### config.mk
export PLATFORM = sky130hd
export DESIGN_NAME = cg_output_ctrl
export DESIGN_NICKNAME = d
export VERILOG_FILES = /design/src/hdl/cg_pkg.sv /design/src/hdl/cg_delay_if.sv /design/src/hdl/cg_delay_timer.sv /design/src/hdl/cg_output_ctrl.sv
export VERILOG_INCLUDE_DIRS = /design/src /design/src/hdl
export SDC_FILE = /design/constraint.sdc
export NUM_CORES = 1
export LEC_CHECK = 0
export BUFFER_PORTS_ARGS = -buffer_cell sky130_fd_sc_hd__buf_2
export CAP_MARGIN = 15
export CORE_ASPECT_RATIO = 1.75
export CORE_MARGIN = 5
export CORE_UTILIZATION = 30
export CTS_CLUSTER_SIZE = 12
export DETAILED_ROUTE_END_ITERATION = 6
export GPL_ROUTABILITY_DRIVEN = 1
export MAX_ROUTING_LAYER = met4
export SETUP_SLACK_MARGIN = 0.05
export SLEW_MARGIN = 20
export SYNTH_ARGS = -nofsm -noshare
export SYNTH_HDL_FRONTEND = slang
export SYNTH_SLANG_ARGS = --single-unit
### constraint.sdc
create_clock -name clk -period 3.5 [get_ports clk]
set_input_delay 0.35 -clock clk [delete_from_list [all_inputs] [get_ports clk]]
set_output_delay 0.35 -clock clk [all_outputs]
set_load 0.01 [all_outputs]
### src/hdl/cg_defines.svh
// Purpose: register map, field positions, codes and reset values
// Assumes: 32-bit apb, one aligned word per register
// Notes:   definitions only
`ifndef CG_DEFINES_SVH
`define CG_DEFINES_SVH
// ****************
// register map
// ****************
`define CG_ADDR_CON0   8'h00
`define CG_ADDR_CON1   8'h04
`define CG_ADDR_SDCTL  8'h08
`define CG_ADDR_SDSRC  8'h0C
`define CG_ADDR_STEER  8'h10
`define CG_ADDR_CNT0   8'h14
`define CG_ADDR_CNTN   8'h28
// ****************
// fields
// ****************
`define CG_EN_BIT      7
`define CG_LD_BIT      6
`define CG_RDBS_BIT    7
`define CG_FDBS_BIT    6
`define CG_FORCE_BIT   7
`define CG_ARS_BIT     6
`define CG_RST_BYTE    8'h00
// ****************
// codes
// ****************
`define CG_CS_FOSC4    2'h0
`define CG_CS_FOSC     2'h1
`define CG_CS_FAST     2'h2
`define CG_MD_STEER    3'h0
`define CG_MD_SYNC     3'h1
`define CG_MD_FWD      3'h2
`define CG_MD_REV      3'h3
`define CG_MD_HALF     3'h4
`define CG_MD_PUSH     3'h5
`define CG_OV_INACT    2'h0
`define CG_OV_LOW      2'h1
`define CG_OV_HIGH     2'h2
`define CG_OV_TRI      2'h3
`define CG_DIV4_LAST   2'h3
`endif

### src/hdl/cg_pkg.sv
// Purpose: shared types
// Assumes: nothing
// Notes:   state codes are gray along off-shut-wait-run
package cg_pkg;
  typedef enum logic [1:0] {
    CG_OFF   = 2'b00,
    CG_SHUT  = 2'b01,
    CG_WAITR = 2'b11,
    CG_RUN   = 2'b10
  } cg_state_e;
  typedef logic [7:0] cg_byte_t;
endpackage

### src/hdl/cg_delay_if.sv
// Purpose: carrier between controller and one delay counter
// Assumes: single clock
// Notes:   done is combinational from the counter
`timescale 1ns/10ps
`default_nettype none
interface cg_delay_if;
  logic       start;
  logic       tick;
  logic [7:0] count;
  logic       done;
  logic       busy;
  modport ctrl  (output start, tick, count, input done, busy);
  modport timer (input start, tick, count, output done, busy);
endinterface
`default_nettype wire

### src/hdl/cg_delay_timer.sv
// Purpose: count of ticks between an event and its delayed copy
// Assumes: tick is a one-cycle enable
// Notes:   a zero count passes the event straight through
`timescale 1ns/10ps
`default_nettype none
module cg_delay_timer
  import cg_pkg::*;
(
  input wire logic   clk,
  input wire logic   reset,
  cg_delay_if.timer  dl
);
  logic [7:0] cnt_reg;
  logic       busy_reg;
  wire        zeroCnt = (dl.count == 8'h00);
  wire        lastTick = busy_reg && dl.tick && (cnt_reg == 8'h01);
  // a new start restarts the count, so the delay always follows the last event
  assign dl.done = (dl.start && zeroCnt) || (lastTick && !dl.start);
  assign dl.busy = busy_reg;
  always_ff @(posedge clk) begin
    if (reset) begin
      cnt_reg  <= 8'h00;
      busy_reg <= 1'b0;
    end else if (dl.start) begin
      cnt_reg  <= dl.count;
      busy_reg <= !zeroCnt;
    end else if (lastTick) begin
      busy_reg <= 1'b0;
    end else if (busy_reg && dl.tick) begin
      cnt_reg  <= cnt_reg - 8'h01;
    end
  end
endmodule
`default_nettype wire

### src/hdl/cg_output_ctrl.sv
// Purpose: control, buffering and output stage of the output generator
// Assumes: apb slave, one wait state per transfer; event pins asynchronous
// Notes:   delay chain modelled as steps of clk
// Functional notes
// - control 0 bit 7 turns the generator on, and all control bits reset to zero.
// - control 0 bit 6 requests a count buffer copy on the next event and reads zero when done.
// - counts pass straight to buffers while disabled and wait for the load bit while enabled.
// - control 0 bits 4-3 pick fast oscillator, system clock or a quarter of it.
// - control 0 bits 2-0 pick steered, synced steered, forward, reverse, half bridge or push-pull.
// - control 1 bit 7 times the rising dead band by delay chain or by generator clock.
// - control 1 bit 6 times the falling dead band by delay chain or by generator clock.
// - control 1 bits 3-0 make outputs d, c, b, a active low when set.
// - control 0 bit 5 and control 1 bits 5-4 always read zero.
// - the generator turns its own output drivers off when shutdown asks for it.
// - after enable the generator starts in shutdown driving the override levels.
// - auto-restart clears shutdown force by hardware, or software clears it.
// - after shutdown is released, overrides hold until the first rising event.
//
// Our own choices: the APB interface to the registers and the address map.
`timescale 1ns/10ps
`default_nettype none
`include "cg_defines.svh"
module cg_output_ctrl
  import cg_pkg::*;
(
  input  wire logic        clk,
  input  wire logic        reset,
  input  wire logic        psel,
  input  wire logic        penable,
  input  wire logic        pwrite,
  input  wire logic [7:0]  paddr,
  input  wire logic [31:0] pwdata,
  output logic      [31:0] prdata,
  output logic             pready,
  output logic             pslverr,
  input  wire logic        riseIn,
  input  wire logic        fallIn,
  input  wire logic [3:0]  shutIn,
  input  wire logic        fastOscTick,
  output logic      [3:0]  outLevel,
  output logic      [3:0]  outEnable
);
  // ****************
  // registers
  // ****************
  logic             en_reg, ld_reg, rdbs_reg, fdbs_reg;
  logic             force_reg, ars_reg;
  logic [1:0]       cs_reg, ovAc_reg, ovBd_reg, div_reg;
  logic [2:0]       md_reg;
  logic [3:0]       pol_reg, src_reg, steerSync_reg;
  cg_byte_t         steer_reg;
  cg_byte_t         cnt_reg [6];
  cg_byte_t         buf_reg [6];
  cg_state_e        state_reg, state_next;
  logic             pwm_reg, prim_reg, sec_reg, pp_reg;
  logic [5:0]       s1_reg, s2_reg, s3_reg, filt_reg, old_reg;
  logic [31:0]      rdMux;
  logic             hit;
  logic [3:0]       actVec, lvlNext, oeNext;
  // ****************
  // apb decode
  // ****************
  wire        acc     = psel && penable && pready;
  wire        wrAny   = acc && pwrite && hit;
  wire        wrCon0  = wrAny && (paddr == `CG_ADDR_CON0);
  wire        wrCon1  = wrAny && (paddr == `CG_ADDR_CON1);
  wire        wrSd    = wrAny && (paddr == `CG_ADDR_SDCTL);
  wire        wrSrc   = wrAny && (paddr == `CG_ADDR_SDSRC);
  wire        wrSteer = wrAny && (paddr == `CG_ADDR_STEER);
  wire [7:0]  cntOff  = paddr - `CG_ADDR_CNT0;
  wire [2:0]  cntIdx  = cntOff[4:2];
  wire        isCnt   = (paddr >= `CG_ADDR_CNT0) && (paddr <= `CG_ADDR_CNTN);
  wire [7:0]  wb      = pwdata[7:0];
  always_comb begin
    hit   = 1'b1;
    rdMux = 32'h0000_0000;
    if (paddr[1:0] != 2'h0) begin
      hit = 1'b0;
    end else if (paddr == `CG_ADDR_CON0) begin
      rdMux[7:0] = {en_reg, ld_reg, 1'b0, cs_reg, md_reg};
    end else if (paddr == `CG_ADDR_CON1) begin
      rdMux[7:0] = {rdbs_reg, fdbs_reg, 2'b00, pol_reg};
    end else if (paddr == `CG_ADDR_SDCTL) begin
      rdMux[7:0] = {force_reg, ars_reg, 2'b00, ovBd_reg, ovAc_reg};
    end else if (paddr == `CG_ADDR_SDSRC) begin
      rdMux[7:0] = {4'h0, src_reg};
    end else if (paddr == `CG_ADDR_STEER) begin
      rdMux[7:0] = steer_reg;
    end else if (isCnt) begin
      rdMux[7:0] = cnt_reg[cntIdx];
    end else begin
      hit = 1'b0;
    end
  end
  // one wait state: the answer is prepared in the first access cycle
  always_ff @(posedge clk) begin
    if (reset) begin
      pready  <= 1'b0;
      pslverr <= 1'b0;
      prdata  <= 32'h0000_0000;
    end else begin
      pready  <= psel && penable && !pready;
      pslverr <= psel && penable && !pready && !hit;
      if (psel && penable && !pready) begin
        prdata <= pwrite ? 32'h0000_0000 : rdMux;
      end
    end
  end
  // ****************
  // pin synchronisers
  // ****************
  wire [5:0] pins    = {shutIn, fallIn, riseIn};
  // a level is taken only once the last two stages agree
  always_ff @(posedge clk) begin
    if (reset) begin
      s1_reg   <= 6'h3C;
      s2_reg   <= 6'h3C;
      s3_reg   <= 6'h3C;
      filt_reg <= 6'h3C;
      old_reg  <= 6'h3C;
    end else begin
      s1_reg   <= pins;
      s2_reg   <= s1_reg;
      s3_reg   <= s2_reg;
      filt_reg <= (~(s2_reg ^ s3_reg) & s3_reg) | ((s2_reg ^ s3_reg) & filt_reg);
      old_reg  <= filt_reg;
    end
  end
  wire riseEdge = filt_reg[0] && !old_reg[0];
  wire fallEdge = filt_reg[1] && !old_reg[1];
  wire srcLow   = |(src_reg & ~filt_reg[5:2]);
  wire sdActive = force_reg || srcLow;
  // ****************
  // generator clock
  // ****************
  wire genTick = (cs_reg == `CG_CS_FOSC)  ? 1'b1 :
                 (cs_reg == `CG_CS_FOSC4) ? (div_reg == `CG_DIV4_LAST) :
                 (cs_reg == `CG_CS_FAST)  ? fastOscTick : 1'b0;
  always_ff @(posedge clk) begin
    if (reset || !en_reg) begin
      div_reg <= 2'h0;
    end else begin
      div_reg <= div_reg + 2'h1;
    end
  end
  // ****************
  // event timers
  // ****************
  // 0 rise phase, 1 fall phase, 2 rise band, 3 fall band, 4 rise blank, 5 fall blank
  cg_delay_if dly [6] ();
  genvar gi;
  generate
    for (gi = 0; gi < 6; gi++) begin : gTimer
      cg_delay_timer uTimer (
        .clk   (clk),
        .reset (reset),
        .dl    (dly[gi])
      );
      assign dly[gi].count = buf_reg[gi];
    end
  endgenerate
  wire risePh = dly[0].done;
  wire fallPh = dly[1].done;
  assign dly[0].start = en_reg && riseEdge && !dly[5].busy;
  assign dly[1].start = en_reg && fallEdge && !dly[4].busy;
  assign dly[2].start = risePh;
  assign dly[3].start = fallPh;
  assign dly[4].start = risePh;
  assign dly[5].start = fallPh;
  assign dly[0].tick  = genTick;
  assign dly[1].tick  = genTick;
  assign dly[2].tick  = rdbs_reg ? 1'b1 : genTick;
  assign dly[3].tick  = fdbs_reg ? 1'b1 : genTick;
  assign dly[4].tick  = genTick;
  assign dly[5].tick  = genTick;
  // ****************
  // control registers
  // ****************
  wire loadNow = en_reg && ld_reg && risePh;
  always_ff @(posedge clk) begin
    if (reset) begin
      en_reg   <= 1'b0;
      cs_reg   <= 2'h0;
      md_reg   <= 3'h0;
      rdbs_reg <= 1'b0;
      fdbs_reg <= 1'b0;
      pol_reg  <= 4'h0;
      src_reg  <= 4'h0;
      steer_reg <= `CG_RST_BYTE;
      ovAc_reg <= 2'h0;
      ovBd_reg <= 2'h0;
      ars_reg  <= 1'b0;
    end else begin
      if (wrCon0) begin
        en_reg <= wb[`CG_EN_BIT];
        cs_reg <= wb[4:3];
        md_reg <= wb[2:0];
      end
      if (wrCon1) begin
        rdbs_reg <= wb[`CG_RDBS_BIT];
        fdbs_reg <= wb[`CG_FDBS_BIT];
        pol_reg  <= wb[3:0];
      end
      if (wrSd) begin
        ars_reg  <= wb[`CG_ARS_BIT];
        ovBd_reg <= wb[3:2];
        ovAc_reg <= wb[1:0];
      end
      if (wrSrc) begin
        src_reg <= wb[3:0];
      end
      if (wrSteer) begin
        steer_reg <= wb;
      end
    end
  end
  // software writes win over the hardware clears below
  always_ff @(posedge clk) begin
    if (reset) begin
      ld_reg    <= 1'b0;
      force_reg <= 1'b0;
    end else begin
      if (wrCon0) begin
        ld_reg <= wb[`CG_LD_BIT];
      end else if (loadNow || !en_reg) begin
        ld_reg <= 1'b0;
      end
      if (wrSd) begin
        force_reg <= wb[`CG_FORCE_BIT];
      end else if (ars_reg && force_reg && !srcLow) begin
        force_reg <= 1'b0;
      end
    end
  end
  // ****************
  // count buffers
  // ****************
  always_ff @(posedge clk) begin
    if (reset) begin
      for (int i = 0; i < 6; i++) begin
        cnt_reg[i] <= `CG_RST_BYTE;
        buf_reg[i] <= `CG_RST_BYTE;
      end
    end else begin
      if (wrAny && isCnt) begin
        cnt_reg[cntIdx] <= wb;
      end
      for (int i = 0; i < 6; i++) begin
        if (!en_reg || loadNow) begin
          buf_reg[i] <= cnt_reg[i];
        end
      end
    end
  end
  // ****************
  // sequencing
  // ****************
  always_comb begin
    state_next = state_reg;
    case (state_reg)
      CG_OFF: begin
        if (en_reg) begin
          state_next = CG_SHUT;
        end
      end
      CG_SHUT: begin
        if (!sdActive) begin
          state_next = CG_WAITR;
        end
      end
      CG_WAITR: begin
        if (sdActive) begin
          state_next = CG_SHUT;
        end else if (risePh) begin
          state_next = CG_RUN;
        end
      end
      default: begin
        if (sdActive) begin
          state_next = CG_SHUT;
        end
      end
    endcase
    if (!en_reg) begin
      state_next = CG_OFF;
    end
  end
  always_ff @(posedge clk) begin
    if (reset) begin
      state_reg <= CG_OFF;
    end else begin
      state_reg <= state_next;
    end
  end
  // ****************
  // waveform state
  // ****************
  always_ff @(posedge clk) begin
    if (reset || state_reg == CG_OFF) begin
      pwm_reg       <= 1'b0;
      prim_reg      <= 1'b0;
      sec_reg       <= 1'b0;
      pp_reg        <= 1'b0;
      steerSync_reg <= 4'h0;
    end else begin
      if (risePh) begin
        pwm_reg       <= 1'b1;
        sec_reg       <= 1'b0;
        pp_reg        <= !pp_reg;
        steerSync_reg <= steer_reg[3:0];
      end else if (fallPh) begin
        pwm_reg  <= 1'b0;
        prim_reg <= 1'b0;
      end
      if (dly[2].done) begin
        prim_reg <= 1'b1;
      end
      if (dly[3].done) begin
        sec_reg <= 1'b1;
      end
    end
  end
  // ****************
  // output stage
  // ****************
  always_comb begin
    case (md_reg)
      `CG_MD_STEER: actVec = (steer_reg[3:0] & {4{pwm_reg}}) |
                             (~steer_reg[3:0] & steer_reg[7:4]);
      `CG_MD_SYNC:  actVec = (steerSync_reg & {4{pwm_reg}}) |
                             (~steerSync_reg & steer_reg[7:4]);
      `CG_MD_FWD:   actVec = {pwm_reg, 1'b0, 1'b0, 1'b1};
      `CG_MD_REV:   actVec = {1'b0, 1'b1, pwm_reg, 1'b0};
      `CG_MD_HALF:  actVec = {sec_reg, prim_reg, sec_reg, prim_reg};
      `CG_MD_PUSH:  actVec = {prim_reg && !pp_reg, prim_reg && pp_reg,
                              prim_reg && !pp_reg, prim_reg && pp_reg};
      default:      actVec = 4'h0;
    endcase
  end
  // override for one pin: {enable, level}; forced levels ignore polarity
  function automatic logic [1:0] ovPin(input logic [1:0] code, input logic pol);
    case (code)
      `CG_OV_LOW:  ovPin = 2'b10;
      `CG_OV_HIGH: ovPin = 2'b11;
      `CG_OV_TRI:  ovPin = 2'b00;
      default:     ovPin = {1'b1, pol};
    endcase
  endfunction
  wire [1:0] ovA = ovPin(ovAc_reg, pol_reg[0]);
  wire [1:0] ovB = ovPin(ovBd_reg, pol_reg[1]);
  wire [1:0] ovC = ovPin(ovAc_reg, pol_reg[2]);
  wire [1:0] ovD = ovPin(ovBd_reg, pol_reg[3]);
  always_comb begin
    lvlNext = 4'h0;
    oeNext  = 4'h0;
    if (state_reg == CG_RUN) begin
      lvlNext = actVec ^ pol_reg;
      oeNext  = 4'hF;
    end else if (state_reg != CG_OFF) begin
      lvlNext = {ovD[0], ovC[0], ovB[0], ovA[0]};
      oeNext  = {ovD[1], ovC[1], ovB[1], ovA[1]};
    end
  end
  always_ff @(posedge clk) begin
    if (reset) begin
      outLevel  <= 4'h0;
      outEnable <= 4'h0;
    end else begin
      outLevel  <= lvlNext;
      outEnable <= oeNext;
    end
  end
  // ****************
  // checks
  // ****************
  wire [7:0] bufDbR = buf_reg[2];
  wire [7:0] cntDbR = cnt_reg[2];
endmodule
`default_nettype wire

=== Yosys cells after proc, flatten, opt, wreduce, memory -nomap -nowiden ===
Memory sizes are Yosys's and may differ from the RTL's.
Index checks and enable logic that the tools add are counted.

* Register bits after elaboration: 165
* RAM bits: 96
* Input port bits: 52
* Output and inout bits: 42
* Logic and storage cells: 317
* Memories kept: 2

{| class="wikitable"
|+ Memory list
! memory !! words !! width !! read ports !! clocked after memory_dff !! write ports !! RTL line !! text
|-
| buf_reg || 6 || 8 || 6 || 0 || 6 || cg_output_ctrl.sv:53 || <nowiki>cg_byte_t buf_reg [6];</nowiki>
|-
| cnt_reg || 6 || 8 || 7 || 0 || 6 || cg_output_ctrl.sv:52 || <nowiki>cg_byte_t cnt_reg [6];</nowiki>
|}

* Add/subtract/negate cells: 8
* $lt $le $gt $ge: 2
* Equality and inequality tests: 36
* Multiplexer cells: 91
* Bitwise logic cells: 23
* Reductions and logical operators: 113

{| class="wikitable"
|+ Operators by type and width
! operator !! number
|-
| $mux W8 || 33
|-
| $logic_not A8 Y1 || 7
|-
| $eq A8 B1 Y1 const B || 6
|-
| $sub A8 B1 Y8 const B || 6
|-
| $logic_and A1 B1 Y1 || 45
|-
| $mux W1 || 43
|-
| $reduce_bool A2 Y1 || 19
|-
| $pmux W2 S3 || 5
|-
| $pmux W4 S6 || 1
|-
| $and A4 B4 Y4 || 5
|-
| $logic_not A1 Y1 || 19
|-
| $eq A2 B2 Y1 const B || 8
|-
| $eq A8 B4 Y1 const B || 2
|-
| $mux W4 || 4
|-
| $reduce_and A2 Y1 || 7
|-
| $and A6 B6 Y6 || 2
|-
| $not A4 Y4 || 3
|-
| $eq A2 B1 Y1 const B || 4
|-
| $eq A8 B3 Y1 const B || 1
|-
| $eq A8 B5 Y1 const B || 1
|-
| $ge A8 B5 Y1 const B || 1
|-
| $le A8 B6 Y1 const B || 1
|-
| $logic_or A1 B1 Y1 || 8
|-
| $mux W2 || 4
|-
| 23 further kinds || 38
|}

=== Logic depth before layout (Yosys ltp) ===
Gate-level depths: netlist of the first run.

* Depth in word-level cells: 16
* Gate-level depth with buffers: 10
* Mapped depth without buffers: 7

=== Cells and area by module ===
A second synthesis of the first run with hierarchy kept.

* Cell total of the unflattened synthesis: 1255
* Area, all modules: 12456.9 um2

{| class="wikitable"
|+ By module, submodules not included
! module !! instances !! cells each !! area each (um2) !! seq. area each (um2)
|-
| cg_output_ctrl || 1 || 793 || 8703.3 || 5064.9
|-
| cg_delay_timer || 6 || 77 || 625.6 || 180.2
|}

=== Worst setup path before layout of the first run ===
OpenSTA, ideal clock, no wires.

* Kind: input to register
* Start point: input paddr[2]
* End point: memory cnt_reg[7][0] in the netlist's numbering (enable)
* Setup time: 0.398 ns
* Data arrival time: 2.620 ns
* Data required time: 3.102 ns
* Setup slack: 0.482 ns
* Stages: 8
* Path buffers: 3
* Cell sequence: buf_1 -> inv_1 -> ha_1 -> buf_4 -> a21oi_2 -> o211a_1 -> buf_4 -> nor4b_1

{| class="wikitable"
|+ RTL lines
! element !! RTL line !! text
|-
| start: declaration || cg_output_ctrl.sv:31 || <nowiki>input wire logic [7:0] paddr,</nowiki>
|-
| end: declaration || cg_output_ctrl.sv:52 ||
|}

==> summary.md, run 1 <==
| Metric | Value |
|---|---|
| Initial DRC count | `548` |
| Clk_lat worst skew | `roughly 520 ps` |
| Min cycle time layout | `about 2400 ps` |
| Critical Path Fanout Max | `20` |
| Ys flop type | `dfxtp_1` |
| Root buffer cell | `clkbuf_16` |
| Vias in the first global route | `approximately 8400` |
| Internal power | `between 4 and 5 mW` |
| Switch Pwr | `approximately 1.3 mW` |
| Router iterations before antenna repair | `5` |
| Hold-fix buffers at CTS | `4` |
| RSZ-0062 raised after global routing | `false` |
| Skew final | `~15 ps` |
| Core area | `between 30000 and 40000 um^2` |
| RR Endpoint | `gTimer[5].uTimer.cnt_reg[4]` |
| Gate count of the mapped netlist | `between 1000 and 1500` |
| Flop pwr share | `0.528` |
| Final Power | `between 5 and 6 mW` |
| Switching Fraction | `0.2156` |
| Congestion Overflow GR | `0` |
| DR WL/cell | `17.92 um` |
| Initial core utilization | `0.3028` |
| Highest Clock Rate | `around 420 MHz` |
| Mean post-synth cell area | `10.35 um^2` |
| GRT Total Usage | `0.1372` |
| Dpl ws | `about 630 ps` |
| Relative slew margins | `0.2715` |
| Data required time of the worst path | `around 3700 ps` |
| Worst setup margin | `roughly 1100 ps` |
| # setup viols final | `0` |
| Leak pwr | `4.877 nW` |
| Clock H-tree levels | `1` |
| Nets | `1249` |
| Post-Syn Area | `~12000 um^2` |
| Type of the tightest min-delay check | `in2reg` |
| Drt total wl | `approximately 30000 um` |
| Yosys cell types | `84` |
| Setup TNS | `0 ps` |
| Die Footprint | `about 44000 um^2` |
| Critical path origin | `paddr[3]` |
| Worst r2r src | `cs_reg[0]` |
| Clock sink count | `between 200 and 300` |
| Final HPWL DP | `approximately 23000 um` |
| I/O pin count | `between 90 and 100` |
| Initial antenna violation count | `0` |
| Reg2reg path depth | `6` |
| Reg-to-reg setup timing slack | `around 1100 ps` |
| Power Density | `around 450 nW/um^2` |
| TritonCTS buffer count | `25` |
| Fin. max-slew vios | `0` |
| Clock-pin slew on the worst setup and hold paths | `~60 ps` |
| Layout Utilization | `0.3382` |
| # rows | `between 90 and 100` |
| Layout area overhead | `11.69%` |
| Least-Margin Pin Slew | `1065 ps` |
| Crit path launch type | `input port` |
| Die H | `around 270 um` |
| Final ANT Viol Nets | `0` |
| Max FFs per register | `64` |
| Number of diodes | `0` |
| Ratio of cells with drive above 1 in the final layout | `0.1356` |
| Async SR Flop Fraction | `0` |
| Critical path endpoint | `cnt_reg[7][5]` |
| Gp weighted congestion | `between 0.8 and 0.9` |
| Final std cells w/o fill | `around 1700` |
| Die width | `160.5 um` |
| # DRC | `0` |
| Vias per inst | `5.123` |
| Post-synth EDFFs | `roughly 110` |
| Setup Buffers After CTS | `0` |
| Status | `finished clean` |
| Max-cap violations | `0` |
| Placed insts | `between 1500 and 2000` |
| Clock network power share | `0.424` |
| Post-cts sizing count | `0` |
| Seq cells post-synth | `around 250` |
| Crit path DAT | `around 2600 ps` |
| Worst setup path class | `in2reg` |
| Fin crit share | `0.6853` |
| CTS tree | `yes` |
| Warnings from Yosys | `0` |
| Max clock buf depth | `3` |
| Via count | `~8600` |
| First-pass GRT wire length | `~47000 um` |
| Max IR drop VDD | `around 0.36 mV` |
| Final Hold Vio Count | `0` |
| Sequential-to-total area share from yosys stat | `0.5167` |
| Hold Path Origin | `riseIn` |
| CP Capture Type | `flip-flop` |
| Largest net degree at the start of global routing | `a little over 70` |
| Logic pwr share | `0.048` |
| Port Buf Inserts | `45` |
-- worst max-delay path: stages --
cell     delay [ps]
buf_2           110
inv_1            90
ha_1            350
or3b_1          510
a21oi_2         240
o211a_1         210
buf_4           230
nor4b_1         270
buf_4           250
-- cell usage in the layout, fill, tap and decap left out, types with 16 or more instances in the layout --
| cell | count |
|---|---|
| a21oi_1 | 91 |
| dfxtp_1 | 139 |
| or2_2 | 18 |
| nand2_1 | 89 |
| nor3_1 | 25 |
| nand3_1 | 46 |
| edfxtp_1 | 112 |
| clkbuf_16 | 26 |
| and2_1 | 93 |
| ha_1 | 17 |
| nor2_1 | 51 |
| inv_1 | 25 |
| o21ai_0 | 67 |
| mux2i_1 | 16 |
| buf_4 | 29 |
| and3_1 | 17 |
| conb_1 | 24 |
| xor2_1 | 22 |
| mux4_2 | 16 |
| nor4_1 | 16 |
| buf_2 | 45 |
-- how the worst min path moves through the flow --
stage                           end  slack [ps]  cells past startpoint
after floorplan           s2_reg[2]         390                      1
after global placement    s2_reg[4]         390                      1
after detailed placement  s2_reg[4]         390                      1
after CTS                 s1_reg[0]          30                      2
after global routing      s1_reg[1]          70                      2
final                     s1_reg[0]          60                      2
-- power by group through the flow --
stage          combinational (mW)  sequential (mW)  clock [mW]
2_1_floorplan               0.209             3.17           0
3_3_place_gp                0.277             3.19           0
3_5_place_dp                0.281             3.19           0
4_1_cts                     0.285             3.12        2.57
5_1_grt                     0.308             3.13        2.68
6_report                    0.286             3.12        2.51
-- cell families after synthesis --
group / after synthesis / synth area share
xor+xnor: 37 / 0.02724
buf+inv: 122 / 0.05364
mux: 34 / 0.04565
fa+ha+maj: 17 / 0.01788
flops: 251 / 0.5167
simple gates: 443 / 0.2121
compound gates: 244 / 0.1265
other cells: 1 / 0.0003153
-- metal layers --
metal	GRT usage	wire length, um
met1	0.1323	10850
met2	0.2690	16840
met3	0.01296	1026
met4	0.06707	1479
met5	-	0
-- Yosys cell counts (16+ instances only) --
library cell / n / share of area
nand2_1: 89 / 0.028
inv_1: 25 / 0.0079
nand3_1: 46 / 0.019
edfxtp_1: 112 / 0.28
and3_1: 17 / 0.0089
xor2_1: 22 / 0.016
or2_2: 18 / 0.0095
nor4_1: 16 / 0.0084
a21oi_1: 91 / 0.038
mux4_2: 16 / 0.030
buf_2: 18 / 0.0076
and2_1: 93 / 0.049
ha_1: 17 / 0.018
nor2_1: 51 / 0.016
o21ai_0: 67 / 0.028
clkbuf_1: 38 / 0.012
nor3_1: 25 / 0.011
buf_4: 29 / 0.018
dfxtp_1: 139 / 0.23
mux2i_1: 16 / 0.013
-- through the flow --
step | instance area (um^2) | hold WS [ps]
3_3_place_gp | 12490 | 392.4
2_1_floorplan | 11980 | 389.5
3_5_place_dp | 12490 | 394.6
6_report | 13290 | 57.32
5_1_grt | 13290 | 74.32
4_1_cts | 13290 | 34.69
-- final cells by class --
cell class	count	area [um^2]
timing repair buffer	78	483.0
multi-input combinational	799	5199
tap	490	613.1
inverter	25	93.84
sequential	251	6146
fill	3935	25990
clock buffer	42	750.7
Power figures use the tool's default switching activity.
==> run 2, diff against run 1 <==
- clock period: 3.5 -> 2.1 ns (I/O delays scaled with it)
==> run 2 against run 1 <==
Routed wire length rose by 6.1%. Global-route usage rose by 0.56 points. Core utilization rose by 2.7 points. Die area did not move. Sequential cell count did not move. Cell count rose by 5.3%. Clock skew fell by 1.4 ps. Highest routed layer unchanged.
==> summary.md, run 2 (synthesis results as in run 1) <==
| Metric | Value |
|---|---|
| Status | `finished clean` |
| Layout area overhead | `20.46%` |
| TritonCTS buffer count | `25` |
| Hold depth | `3` |
| Max-cap violations | `0` |
| Fin crit share | `0.9572` |
| Final HPWL DP | `about 24000 um` |
| Critical Path Fanout Max | `25` |
| Reg-to-reg setup timing slack | `90 ps` |
| Nets | `approximately 1300` |
| RR Endpoint | `gTimer[3].uTimer.cnt_reg[1]` |
| Crit path launch type | `flip-flop` |
| Hold Path Origin | `pwdata[4]` |
| Max clock buf depth | `3` |
| Final ANT Viol Nets | `0` |
| Clock sink count | `~250` |
| DR WL/cell | `between 15 and 20 um` |
| Type of the tightest min-delay check | `in2reg` |
| Gp weighted congestion | `0.9203` |
| Data required time of the worst path | `approximately 2500 ps` |
| Leak pwr | `5.402 nW` |
| Initial DRC count | `602` |
| Clock-pin slew on the worst setup and hold paths | `60 ps` |
| Crit path DAT | `about 2400 ps` |
| # rows | `96` |
| Number of diodes | `0` |
| Via count | `8954` |
| Final instance area | `14330 um^2` |
| Power Density | `about 680 nW/um^2` |
| Setup TNS | `0 ps` |
| Initial antenna violation count | `0` |
| Clk_lat worst skew | `between 500 and 600 ps` |
| Vias in the first global route | `slightly below 9000` |
| Congestion Overflow GR | `0` |
| RSZ-0062 raised after global routing | `true` |
| Core area | `39280 um^2` |
| Skew final | `between 10 and 15 ps` |
| Reg2reg path depth | `6` |
| Ratio of cells with drive above 1 in the final layout | `0.2150` |
| Largest net degree at the start of global routing | `between 40 and 50` |
| # DRC | `0` |
| Clock H-tree levels | `1` |
| Fin. max-slew vios | `0` |
| Final std cells w/o fill | `1774` |
| Die width | `between 150 and 200 um` |
| Initial core utilization | `0.3028` |
| Die Footprint | `43890 um^2` |
| Router iterations before antenna repair | `5` |
| CP Capture Type | `flip-flop` |
| Placed insts | `1713` |
| GRT Total Usage | `0.1428` |
| Max FFs per register | `64` |
| Vias per inst | `between 5 and 6` |
| Least-Margin Pin Slew | `between 700 and 800 ps` |
| Root buffer cell | `clkbuf_16` |
| First-pass GRT wire length | `a little under 50000 um` |
| CTS tree | `yes` |
| Most frequent cells in the layout | `135 x dfxtp_1, 112 x edfxtp_1, 100 x buf_4` |
| Commonest non-fill, non-tap cell in the layout | `dfxtp_1` |
| Worst r2r src | `buf_reg[1][6]` |
| Worst Hold Path EP | `cs_reg[1]` |
| Min cycle time layout | `~2000 ps` |
| Layout Utilization | `0.3648` |
| Die H | `273.4 um` |
| Highest Clock Rate | `497.5 MHz` |
| Worst setup path class | `reg2reg` |
| Port Buf Inserts | `45` |
| Relative slew margins | `0.4757` |
| Drt total wl | `32030 um` |
| Final Hold Vio Count | `0` |
| Max IR drop VDD | `between 0.5 and 0.6 mV` |
| I/O pin count | `94` |
| # setup viols final | `0` |
| Area after DPL | `13280 um^2` |
[run 2: through the flow]
step | power, mW | hold slack [ps] | worst slack (ps)
3_3_place_gp | 5.878 | 394.5 | -153.9
4_1_cts | 9.846 | 43.93 | 55.04
5_1_grt | 10.09 | 52.38 | 25.70
6_report | 9.747 | 76.87 | 89.82
2_1_floorplan | 5.670 | 313.8 | -63.11
3_5_place_dp | 5.884 | 396.8 | -188.3
[run 2: how the worst max path moves through the flow]
stage | startpoint | to | slack (ps) | cells past startpoint
final | buf_reg[1][6] | gTimer[3].uTimer.cnt_reg[1] | 90 | 6
after detailed placement | paddr[3] | prdata[7] | -190 | 10
after global placement | paddr[3] | pslverr | -150 | 9
after global routing | gTimer[4].uTimer.cnt_reg[2] | gTimer[4].uTimer.cnt_reg[0] | 30 | 5
after floorplan | paddr[3] | cnt_reg[7][0] | -60 | 9
after CTS | buf_reg[1][6] | gTimer[3].uTimer.cnt_reg[1] | 60 | 6
[run 2: metal layers]
metal / track usage / share of wire / up-vias
li1: - / - / 4363
met1: 0.1320 / 0.34 / 4255
met2: 0.2814 / 0.56 / 244
met3: 0.01115 / 0.037 / 92
met4: 0.08384 / 0.066 / 0
met5: - / 0 / -
[run 2: power by group]
group	switching (mW)	total [mW]	internal (mW)
combinational	0.347	0.584	0.237
sequential	0.0493	5.21	5.16
clock	1.75	3.95	2.20
[run 2: repair_timing]
| item | 4_1_cts | 5_1_grt |
|---|---|---|
| endpoints found under the setup margin | 78 | 107 |
| buffers inserted | 3 | 6 |
| pin swaps | 2 | 4 |
| resized for setup | 10 | 19 |
| endpoints found under the hold margin | 6 | 0 |
| hold buffers | 6 | 0 |
| gates cloned | 0 | 5 |
[run 2: area by class of cell]
| class | instances | area (um^2) |
|---|---|---|
| fill | 3792 | 24950 |
| sequential | 251 | 6151 |
| multi-input combinational | 800 | 5424 |
| timing repair buffer | 167 | 1336 |
| clock buffer | 39 | 678.2 |
| tap | 490 | 613.1 |
| inverter | 25 | 112.6 |
| clock inverter | 2 | 13.76 |
[run 2: critical path, cell delays in order (launching register included)]
cell and delay [ps]:
edfxtp_1 390, or4_4 560, nor4_4 260, a41oi_2 110, buf_12 220, buf_4 140, a31o_2 220
